File: src/gpwl_cfg.svh
// Constants of the wake logic: register indices, field positions, resets, timing.
// Assumes a 100 MHz clock; a register index times four is its AXI4-Lite byte address.
// How it works
// - Port config: bit0 direction, bit1 polarity, bit7 driver.
// - Input port reads pin, writes ignored.
// - Output port drives written bit, reads back it.
// - Output ports never raise wake events.
// - Twelve ports wake; polarity selects active edge.
// - Group one in pair two, group two pair three.
// - Wake output needs global enable plus source enable.
// - Status bits set regardless of global enable.
// - Port status clears only on written one.
// - Wake stays active until enabled statuses cleared.
// - Dual-edge pins set status on both edges.
// - Dual-edge ignores config, polarity still inverts data.
// - Dual-edge events also set misc status bits.
// - Ring, keyboard, mouse, port and fan events wake.
// - Wake output polarity and driver type programmable.
// - Key code register resets on standby reset only.
// - Key match sets status one bit five.
// - Frame starts at falling edge after long idle.
// - Match needs byte, odd parity, stop one.
// - Detector restarts after eleven clocks, until disabled.
// - Detector aborts when clock stays high too long.
// - Slow clock config bit one stops key detector.
`ifndef GPWL_CFG_SVH
`define GPWL_CFG_SVH
`define GPWL_CLK_PERIOD_NS 10
`define GPWL_KEY_IDLE_US 115
`define GPWL_NUM_PORTS 12
`define GPWL_DUAL_LSB 9
`define GPWL_IDX_KEY_CODE 10'h011
`define GPWL_IDX_WAKE_CFG 10'h016
`define GPWL_IDX_SLOW_CFG 10'h0f0
`define GPWL_IDX_PORT_CFG 10'h020
`define GPWL_IDX_DATA1 10'h030
`define GPWL_IDX_DATA2 10'h031
`define GPWL_IDX_ST1 10'h040
`define GPWL_IDX_EN1 10'h041
`define GPWL_IDX_ST2 10'h042
`define GPWL_IDX_EN2 10'h043
`define GPWL_IDX_ST3 10'h044
`define GPWL_IDX_EN3 10'h045
`define GPWL_IDX_GEN 10'h046
`define GPWL_IDX_MISC 10'h047
`define GPWL_IDX_DUAL 10'h048
`define GPWL_CFG_DIR 0
`define GPWL_CFG_POL 1
`define GPWL_CFG_DRV 7
`define GPWL_WAKE_POL 0
`define GPWL_WAKE_DRV 7
`define GPWL_SLOW_KEY_OFF 1
`define GPWL_ST1_RI_A 0
`define GPWL_ST1_RI_B 1
`define GPWL_ST1_KBD 2
`define GPWL_ST1_MOUSE 3
`define GPWL_ST1_FAN 4
`define GPWL_ST1_KEY 5
`define GPWL_PORT_CFG_RST 8'h01
`define GPWL_WAKE_CFG_RST 8'h00
`define GPWL_SLOW_CFG_RST 8'h00
`define GPWL_KEY_CODE_RST 8'h00
`define GPWL_RESP_OKAY 2'h0
`define GPWL_RESP_SLVERR 2'h2
`endif

File: src/gpwl_pkg.sv
// Types shared by the wake logic: pin carriers, detector states and the state record.
// Assumes gpwl_cfg.svh is on the include path.
`include "gpwl_cfg.svh"
package gpwl_pkg;
    typedef enum logic [1:0] {KEY_OFF, KEY_WAIT_IDLE, KEY_FRAME} gpwl_key_state_t;
    typedef struct packed {
        logic [`GPWL_NUM_PORTS-1:0] level;
        logic [`GPWL_NUM_PORTS-1:0] oe;
    } gpwl_port_drive_t;
    typedef struct packed {
        logic level;
        logic oe;
    } gpwl_wake_drive_t;
    typedef struct packed {
        logic [`GPWL_NUM_PORTS-1:0][7:0] port_cfg;
        logic [`GPWL_NUM_PORTS-1:0] port_out;
        logic [`GPWL_NUM_PORTS-1:0] pin_prev;
        logic [7:0] st1;
        logic [7:0] en1;
        logic [7:0] st2;
        logic [7:0] en2;
        logic [3:0] st3;
        logic [3:0] en3;
        logic global_wake_enable;
        logic [1:0] misc_edge_status;
        logic [1:0] dual_sel;
        logic [7:0] key_match_code;
        logic [7:0] wake_output_config;
        logic [7:0] slow_clock_config;
        logic [3:0] src_prev;
        logic wake_active;
        logic [2:0] kclk_sync;
        logic [1:0] kdat_sync;
        gpwl_key_state_t kstate;
        logic [15:0] high_cnt;
        logic [3:0] bit_cnt;
        logic [8:0] shift;
        logic bvalid;
        logic [1:0] bresp;
        logic rvalid;
        logic [1:0] rresp;
        logic [31:0] rdata;
    } gpwl_state_t;
endpackage : gpwl_pkg

File: src/gpwl_wake_logic.sv
// Wake logic: general-purpose ports, wake status from edges and the fan level, wake output and key detector.
// Assumes all inputs are synchronous to aclk and an AXI4-Lite master on the register side.
//
// Implementation choice: register access over AXI4-Lite.
`timescale 1ns/10ps
`default_nettype none
`include "gpwl_cfg.svh"
module gpwl_wake_logic
    import gpwl_pkg::*;
#(
    parameter int unsigned KEY_IDLE_CYCLES =
        (`GPWL_KEY_IDLE_US * 1000 + `GPWL_CLK_PERIOD_NS - 1) / `GPWL_CLK_PERIOD_NS
) (
    input wire logic aclk,
    input wire logic aresetn,
    input wire logic standby_por_n,
    input wire logic ce,
    input wire logic [11:0] awaddr,
    input wire logic awvalid,
    output logic awready,
    input wire logic [31:0] wdata,
    input wire logic [3:0] wstrb,
    input wire logic wvalid,
    output logic wready,
    output logic [1:0] bresp,
    output logic bvalid,
    input wire logic bready,
    input wire logic [11:0] araddr,
    input wire logic arvalid,
    output logic arready,
    output logic [31:0] rdata,
    output logic [1:0] rresp,
    output logic rvalid,
    input wire logic rready,
    input wire logic [`GPWL_NUM_PORTS-1:0] port_pins_in,
    output gpwl_port_drive_t port_drive,
    input wire logic ring_indicate_a_n,
    input wire logic ring_indicate_b_n,
    input wire logic kbd_data_in,
    input wire logic mouse_data_in,
    input wire logic fan_event,
    input wire logic kbd_clk_in,
    output gpwl_wake_drive_t wake_event_out
);

    localparam logic [15:0] IDLE_CNT = 16'(KEY_IDLE_CYCLES);
    localparam logic [9:0] PORT_CFG_END = `GPWL_IDX_PORT_CFG + 10'(`GPWL_NUM_PORTS);

    gpwl_state_t s;
    gpwl_state_t next_s;
    logic [`GPWL_NUM_PORTS-1:0] dir_v;
    logic [`GPWL_NUM_PORTS-1:0] pol_v;
    logic [`GPWL_NUM_PORTS-1:0] drv_v;
    logic [`GPWL_NUM_PORTS-1:0] dual_mask;
    logic [`GPWL_NUM_PORTS-1:0] rise;
    logic [`GPWL_NUM_PORTS-1:0] fall;
    logic [`GPWL_NUM_PORTS-1:0] port_ev;
    logic [`GPWL_NUM_PORTS-1:0] read_view;
    logic [`GPWL_NUM_PORTS-1:0] writable;
    logic [`GPWL_NUM_PORTS-1:0] out_level;
    logic [7:0] src1;
    logic [1:0] misc_ev;
    logic [9:0] widx;
    logic [9:0] ridx;
    logic [3:0] wport;
    logic [3:0] rport;
    logic wr_fire;
    logic wr_en;
    logic wr_hit;
    logic rd_fire;
    logic rd_hit;
    logic [7:0] rbyte;
    logic [7:0] wbyte;
    logic kfall;
    logic khigh;
    logic kdat;
    logic idle_met;
    logic key_hit;
    logic wake_level;

    // Handshakes are combinational; gating with ce keeps a frozen block from dropping a beat.
    assign wr_fire = ce & awvalid & wvalid & ~s.bvalid;
    assign rd_fire = ce & arvalid & ~s.rvalid;
    assign awready = wr_fire;
    assign wready = wr_fire;
    assign arready = ce & ~s.rvalid;
    assign bvalid = s.bvalid;
    assign bresp = s.bresp;
    assign rvalid = s.rvalid;
    assign rresp = s.rresp;
    assign rdata = s.rdata;

    always_comb begin
        for (int i = 0; i < `GPWL_NUM_PORTS; i++) begin
            dir_v[i] = s.port_cfg[i][`GPWL_CFG_DIR];
            pol_v[i] = s.port_cfg[i][`GPWL_CFG_POL];
            drv_v[i] = s.port_cfg[i][`GPWL_CFG_DRV];
        end
        dual_mask = 12'(s.dual_sel) << `GPWL_DUAL_LSB;
        // A selected dual-edge pin behaves as an input whatever its direction bit says.
        writable = ~dir_v & ~dual_mask;
        out_level = s.port_out ^ pol_v;
        read_view = ((port_pins_in ^ pol_v) & ~writable) | (s.port_out & writable);
        for (int i = 0; i < `GPWL_NUM_PORTS; i++) begin
            port_drive.oe[i] = writable[i] & (drv_v[i] | ~out_level[i]);
            port_drive.level[i] = writable[i] & drv_v[i] & out_level[i];
        end
        wake_level = s.wake_active ? s.wake_output_config[`GPWL_WAKE_POL]
                                   : ~s.wake_output_config[`GPWL_WAKE_POL];
        wake_event_out.oe = s.wake_output_config[`GPWL_WAKE_DRV] | ~wake_level;
        wake_event_out.level = s.wake_output_config[`GPWL_WAKE_DRV] & wake_level;
    end

    always_comb begin
        next_s = s;
        widx = awaddr[11:2];
        ridx = araddr[11:2];
        wport = 4'(widx - `GPWL_IDX_PORT_CFG);
        rport = 4'(ridx - `GPWL_IDX_PORT_CFG);
        wr_en = wr_fire & wstrb[0];
        wbyte = wdata[7:0];

        // Port edges.
        rise = port_pins_in & ~s.pin_prev;
        fall = ~port_pins_in & s.pin_prev;
        next_s.pin_prev = port_pins_in;
        for (int i = 0; i < `GPWL_NUM_PORTS; i++) begin
            port_ev[i] = dir_v[i] & (pol_v[i] ? fall[i] : rise[i]);
        end
        for (int k = 0; k < 2; k++) begin
            misc_ev[k] = rise[`GPWL_DUAL_LSB + k] | fall[`GPWL_DUAL_LSB + k];
            if (s.dual_sel[k]) begin
                port_ev[`GPWL_DUAL_LSB + k] = misc_ev[k];
            end
        end

        // Other wake sources; ring indicators are active low, so their falling edge counts.
        next_s.src_prev = {mouse_data_in, kbd_data_in, ring_indicate_b_n, ring_indicate_a_n};
        src1 = 8'h00;
        src1[`GPWL_ST1_RI_A] = s.src_prev[0] & ~ring_indicate_a_n;
        src1[`GPWL_ST1_RI_B] = s.src_prev[1] & ~ring_indicate_b_n;
        src1[`GPWL_ST1_KBD] = s.src_prev[2] & ~kbd_data_in;
        src1[`GPWL_ST1_MOUSE] = s.src_prev[3] & ~mouse_data_in;
        src1[`GPWL_ST1_FAN] = fan_event;

        // Key detector on the keyboard lines.
        next_s.kclk_sync = {s.kclk_sync[1], s.kclk_sync[0], kbd_clk_in};
        next_s.kdat_sync = {s.kdat_sync[0], kbd_data_in};
        kfall = s.kclk_sync[2] & ~s.kclk_sync[1];
        khigh = s.kclk_sync[1];
        kdat = s.kdat_sync[1];
        idle_met = s.high_cnt >= IDLE_CNT;
        key_hit = 1'b0;
        if (!khigh) begin
            next_s.high_cnt = 16'h0000;
        end else if (!idle_met) begin
            next_s.high_cnt = s.high_cnt + 16'h0001;
        end
        if (s.slow_clock_config[`GPWL_SLOW_KEY_OFF]) begin
            // Disabled detector sits in KEY_OFF with high_cnt and bit_cnt cleared.
            next_s.kstate = KEY_OFF;
            next_s.high_cnt = 16'h0000;
            next_s.bit_cnt = 4'h0;
        end else begin
            unique case (s.kstate)
                KEY_OFF: begin
                    next_s.kstate = KEY_WAIT_IDLE;
                end
                KEY_WAIT_IDLE: begin
                    if (kfall && idle_met) begin
                        next_s.kstate = KEY_FRAME;
                        next_s.bit_cnt = 4'h1;
                        next_s.shift = 9'h000;
                    end
                end
                KEY_FRAME: begin
                    if (idle_met) begin
                        // Already idle long enough, so the next falling edge opens a new frame.
                        next_s.kstate = KEY_WAIT_IDLE;
                    end else if (kfall) begin
                        if (s.bit_cnt == 4'ha) begin
                            key_hit = kdat && (s.shift[7:0] == s.key_match_code)
                                      && (^s.shift);
                            next_s.kstate = KEY_WAIT_IDLE;
                        end else begin
                            next_s.shift = {kdat, s.shift[8:1]};
                            next_s.bit_cnt = s.bit_cnt + 4'h1;
                        end
                    end
                end
            endcase
        end
        src1[`GPWL_ST1_KEY] = key_hit;

        // Status bits: a set in the same cycle as a clear wins.
        next_s.st1 = (s.st1 & ~((wr_en && widx == `GPWL_IDX_ST1) ? wbyte : 8'h00)) | src1;
        next_s.st2 = (s.st2 & ~((wr_en && widx == `GPWL_IDX_ST2) ? wbyte : 8'h00))
                     | port_ev[7:0];
        next_s.st3 = (s.st3 & ~((wr_en && widx == `GPWL_IDX_ST3) ? wbyte[3:0] : 4'h0))
                     | port_ev[11:8];
        next_s.misc_edge_status = (s.misc_edge_status
                                   & ~((wr_en && widx == `GPWL_IDX_MISC) ? wbyte[1:0] : 2'h0))
                                  | misc_ev;
        next_s.wake_active = s.global_wake_enable
                             & (|(s.st1 & s.en1) | |(s.st2 & s.en2) | |(s.st3 & s.en3));

        // Register writes.
        wr_hit = 1'b1;
        if (widx >= `GPWL_IDX_PORT_CFG && widx < PORT_CFG_END) begin
            if (wr_en) begin
                next_s.port_cfg[wport] = wbyte;
            end
        end else begin
            unique case (widx)
                `GPWL_IDX_KEY_CODE: if (wr_en) next_s.key_match_code = wbyte;
                `GPWL_IDX_WAKE_CFG: if (wr_en) next_s.wake_output_config = wbyte;
                `GPWL_IDX_SLOW_CFG: if (wr_en) next_s.slow_clock_config = wbyte;
                `GPWL_IDX_DATA1: begin
                    if (wr_en) begin
                        next_s.port_out[7:0] = (wbyte & writable[7:0])
                                               | (s.port_out[7:0] & ~writable[7:0]);
                    end
                end
                `GPWL_IDX_DATA2: begin
                    if (wr_en) begin
                        next_s.port_out[11:8] = (wbyte[3:0] & writable[11:8])
                                                | (s.port_out[11:8] & ~writable[11:8]);
                    end
                end
                `GPWL_IDX_EN1: if (wr_en) next_s.en1 = wbyte;
                `GPWL_IDX_EN2: if (wr_en) next_s.en2 = wbyte;
                `GPWL_IDX_EN3: if (wr_en) next_s.en3 = wbyte[3:0];
                `GPWL_IDX_GEN: if (wr_en) next_s.global_wake_enable = wbyte[0];
                `GPWL_IDX_DUAL: if (wr_en) next_s.dual_sel = wbyte[1:0];
                `GPWL_IDX_ST1, `GPWL_IDX_ST2, `GPWL_IDX_ST3, `GPWL_IDX_MISC: wr_hit = 1'b1;
                default: wr_hit = 1'b0;
            endcase
        end
        if (wr_fire) begin
            next_s.bvalid = 1'b1;
            next_s.bresp = wr_hit ? `GPWL_RESP_OKAY : `GPWL_RESP_SLVERR;
        end else if (s.bvalid && bready) begin
            next_s.bvalid = 1'b0;
        end

        // Register reads; an input port's pin level is caught at the read.
        rd_hit = 1'b1;
        rbyte = 8'h00;
        if (ridx >= `GPWL_IDX_PORT_CFG && ridx < PORT_CFG_END) begin
            rbyte = s.port_cfg[rport];
        end else begin
            unique case (ridx)
                `GPWL_IDX_KEY_CODE: rbyte = s.key_match_code;
                `GPWL_IDX_WAKE_CFG: rbyte = s.wake_output_config;
                `GPWL_IDX_SLOW_CFG: rbyte = s.slow_clock_config;
                `GPWL_IDX_DATA1: rbyte = read_view[7:0];
                `GPWL_IDX_DATA2: rbyte = {4'h0, read_view[11:8]};
                `GPWL_IDX_ST1: rbyte = s.st1;
                `GPWL_IDX_EN1: rbyte = s.en1;
                `GPWL_IDX_ST2: rbyte = s.st2;
                `GPWL_IDX_EN2: rbyte = s.en2;
                `GPWL_IDX_ST3: rbyte = {4'h0, s.st3};
                `GPWL_IDX_EN3: rbyte = {4'h0, s.en3};
                `GPWL_IDX_GEN: rbyte = {7'h00, s.global_wake_enable};
                `GPWL_IDX_MISC: rbyte = {6'h00, s.misc_edge_status};
                `GPWL_IDX_DUAL: rbyte = {6'h00, s.dual_sel};
                default: rd_hit = 1'b0;
            endcase
        end
        if (rd_fire) begin
            next_s.rvalid = 1'b1;
            next_s.rdata = {24'h000000, rbyte};
            next_s.rresp = rd_hit ? `GPWL_RESP_OKAY : `GPWL_RESP_SLVERR;
        end else if (s.rvalid && rready) begin
            next_s.rvalid = 1'b0;
        end
    end

    // The key code lives on standby power, so only the standby reset clears it.
    always_ff @(posedge aclk) begin
        if (!standby_por_n) begin
            s <= '0;
            s.port_cfg <= {`GPWL_NUM_PORTS{`GPWL_PORT_CFG_RST}};
            s.wake_output_config <= `GPWL_WAKE_CFG_RST;
            s.slow_clock_config <= `GPWL_SLOW_CFG_RST;
            s.key_match_code <= `GPWL_KEY_CODE_RST;
        end else if (!aresetn) begin
            s <= '0;
            s.port_cfg <= {`GPWL_NUM_PORTS{`GPWL_PORT_CFG_RST}};
            s.wake_output_config <= `GPWL_WAKE_CFG_RST;
            s.slow_clock_config <= `GPWL_SLOW_CFG_RST;
            s.key_match_code <= s.key_match_code;
        end else if (ce) begin
            s <= next_s;
        end
    end

endmodule : gpwl_wake_logic
`default_nettype wire

File: config.mk
export PLATFORM = sky130hd
export DESIGN_NAME = gpwl_wake_logic
export DESIGN_NICKNAME = d
export VERILOG_FILES = /design/src/gpwl_pkg.sv /design/src/gpwl_wake_logic.sv
export VERILOG_INCLUDE_DIRS = /design/src /design/src/src
export SDC_FILE = /design/constraint.sdc
export NUM_CORES = 1
export LEC_CHECK = 0
export BUFFER_PORTS_ARGS = -buffer_cell sky130_fd_sc_hd__buf_2
export CAP_MARGIN = 15
export CORE_ASPECT_RATIO = 0.7
export CORE_MARGIN = 1.5
export CORE_UTILIZATION = 45
export CTS_CLUSTER_SIZE = 20
export DETAILED_ROUTE_END_ITERATION = 6
export HOLD_SLACK_MARGIN = 0.02
export SYNTH_ARGS = -nofsm -noshare
export SYNTH_HDL_FRONTEND = slang
export SYNTH_SLANG_ARGS = --single-unit
File: constraint.sdc
create_clock -name aclk -period 3.6 [get_ports aclk]
set_input_delay 0.54 -clock aclk [delete_from_list [all_inputs] [get_ports aclk]]
set_output_delay 0.54 -clock aclk [all_outputs]
set_load 0.02 [all_outputs]
==> out/metrics.yaml <==
status:
  status: "completed"
clock_tree:
  post_cts_buffers: 0
  cts_root_buffer: "clkbuf_16"
  clk_path_buf_depth: 3
  clkSinkCount: 241
  clk_pin_slew_ns: 0.06
  cts_tree: "built"
  ctsHoldBuffers: 0
  clk_latency_ns: 0.54
  numCtsBuffers: 25
  htree_levels: 1
  cts_resized: 0
setup_path:
  r2r_end: "s[98]"
  crit_chain: "buf_2, nand4b_4, nor4_2, buf_4, and3_1, mux2i_1, nor2b_1"
  r2r-start: "bvalid"
  slowest_delay_ns: 0.56
  endpoint: "s[98]"
  crit_path_start: "ce"
  critPathLaunchType: "input pin"
  cp_slowest_cell: "and3_1"
  cp-end-kind: "register"
  reg2reg_depth: 6
  cp_num_buf_inv: 2
  required_ns: 4.02
  cp_num_cells: 7
  cp_top_family: "simple AND/OR/NAND/NOR gates"
  crit_fanout: 13
  cp.arrival_ns: 2.77
  reg2reg_slack_ns: 1.27
  critPathKind: "in2reg"
sta:
  min_period_over_period_pct: 65.14
  tns_ns: 0
  worstMarginPinSlew_ns: 0.8340
  setup_viol: 0
  relSlewSlack_pct: 44.25
  clock.fmax_mhz: 426.5
  slew_viol_final: 0
  fin_crit_ns: 2.345
  rsz0062_at_grt: "no"
  hold_viol: 0
  fin_skew_ns: 0.009446
global_route:
  grt_pass1_wl_um: 59460
  grt_pass1_vias: 9769
  antenna_found_initial: 0
  grt_max_degree: 90
  grt_overflow_total: 0
  track_usage_pct: 26.57
yosys:
  ys_warn_count: 0
  synth-edff-count: 0
  synth_cell_types: 89
  syn-cell-area_um2: 12680
  synth.avg_cell_area_um2: 9.124
  synth_top_cells_by_area: "dfxtp_1, mux2i_1, nor2_1, mux4_2, nand2_1"
  postSynthCellCount: 1390
  ys_seq_area_share_pct: 38.04
  ys_async_sr_fraction_pct: 0
  synth.top_cell.area_share_pct: 38.04
  synth.largest_area_cell: "dfxtp_1"
  ys_ff_latch: 241
  synth_ff_type: "dfxtp_1"
power:
  comb_power_share_pct: 7.5
  p_switching_mw: 1.389
  power.internal_mw: 4.135
  powerDensity_nw_per_um2: 394.2
  power_frac_clock_pct: 43.7
  power_frac_seq_pct: 48.9
  swShare_pct: 25.15
  p_leak_nw: 5.465
  peakVddDrop_mv: 0.3483
floorplan:
  initial_core_util_pct: 45.69
  die_w_um: 203.7
  die_h_um: 143.5
  pin_count: 154
  die-area_um2: 29210
  rows: 51
  coreArea_um2: 27760
cells_and_area:
  antenna_cells_inserted: 0
  mostFrequentLayoutCell: "dfxtp_1"
  layout_common_cells: "dfxtp_1, nor2_1, mux2i_1, buf_2, nand2_1"
  area_growth_pct: 10.50
  drive_gt1_share_pct: 15.78
  nets: 1525
  fin_area_um2: 14010
  fill_cells: 2627
placed_design:
  buffer_ports.inserted: 96
  postPlaceCellArea_um2: 13290
  hpwl_um: 27400
  place.gp.congestion: 0.9234
detailed_routing:
  first_pass_iters: 7
  wl_per_cell_um: 21.58
  via_per_inst: 5.904
  vias: 10720
  wl_um: 39190
  final_antenna_net_count: 0
  drc: 0
  drt_iter0_drc: 1080
flow_run:
  max_cap_violations: 0
hold_path:
  hold_class: "in2reg"
[worst reg2reg max path: stages, from the launching register on]
cell,delay (ns)
dfxtp_1,0.32
nand4b_4,0.26
nor4_2,0.47
buf_4,0.28
and3_1,0.56
mux2i_1,0.27
nor2b_1,0.06
[metal layers]
metal  track usage (%)  up-vias  wire length [µm]
li1                  -     4981                 -
met1             40.15     5239             18860
met2             38.67      449             16120
met3             5.351       52              3496
met4             5.419        0               709
met5                 0        -                 0
[power groups by stage]
stage / clock (mW) / combinational, mW / sequential, mW
after CTS: 2.46 / 0.406 / 2.70
after global placement: 0 / 0.402 / 2.76
after floorplan: 0 / 0.285 / 2.75
after detailed placement: 0 / 0.405 / 2.76
after global routing: 2.57 / 0.438 / 2.70
final: 2.41 / 0.412 / 2.70
[final cells by class]
cell class	instances	area, µm²	share of cell area, %
multi-input cells	1019	7213	51.47
repair buffers	123	708.2	5.054
well taps	371	464.2	3.313
clock inverters	7	35.03	0.2500
inverters	20	75.07	0.5357
flip-flops and latches	241	4825	34.43
clock buffers	35	693.2	4.946
[cell usage after synthesis, drive strengths merged (11+ instances only)]
| cell | n |
|---|---|
| nor3 | 17 |
| buf | 66 |
| mux4 | 29 |
| nand2 | 94 |
| xor2 | 11 |
| dfxtp | 241 |
| nor2b | 22 |
| a22oi | 11 |
| nor2 | 206 |
| inv | 20 |
| xnor2 | 24 |
| nand4 | 17 |
| nand2b | 28 |
| o21ai | 43 |
| mux2i | 189 |
| clkbuf | 69 |
| a21oi | 57 |
| nor3b | 22 |
| nand3 | 47 |
[cell families after synthesis]
family                     synth area share, %
xor gates and xnor gates                 2.417
and+or+nand+nor                          20.90
adders and majority gates               0.7893
buffers and inverters                    5.959
AOI/OAI and AO/OA                        11.00
other                                  0.02957
DFF                                      38.04
muxes                                    20.87
[worst min-delay path by stage]
stage / from / to / slack [ns] / cells past startpoint
after floorplan: s[146] / s[146] / 0.42 / 2
after global placement: s[182] / s[182] / 0.44 / 2
after detailed placement: s[184] / s[184] / 0.45 / 2
after CTS: kbd_clk_in / next_s[72] / 0.23 / 3
after global routing: fan_event / s[144] / 0.26 / 3
final: kbd_clk_in / next_s[72] / 0.24 / 3
[flip-flops by register name, indices dropped and copies added (netlist names), named ones only]
name       flops
bresp          1
bvalid         1
dir_v         12
drv_v         12
dual_mask      2
kdat           1
khigh          1
next_s         1
pol_v         12
rdata          8
rresp          1
rvalid         1
s            176
[metrics by stage]
stage | util (%) | instances | power (mW) | worst slack [ns] | hold slack [ns]
after floorplan | - | 1415 | 3.038 | 1.425 | 0.4218
final | 50.48 | 1816 | 5.524 | 1.255 | 0.2447
after global routing | 50.48 | 1816 | 5.707 | 1.152 | 0.2588
after detailed placement | 47.86 | 1774 | 3.163 | 0.7624 | 0.4549
after CTS | 50.48 | 1816 | 5.562 | 1.303 | 0.2333
after global placement | 47.86 | 1774 | 3.160 | 0.7518 | 0.4439
No activity file was read; power rests on OpenSTA's default activity.
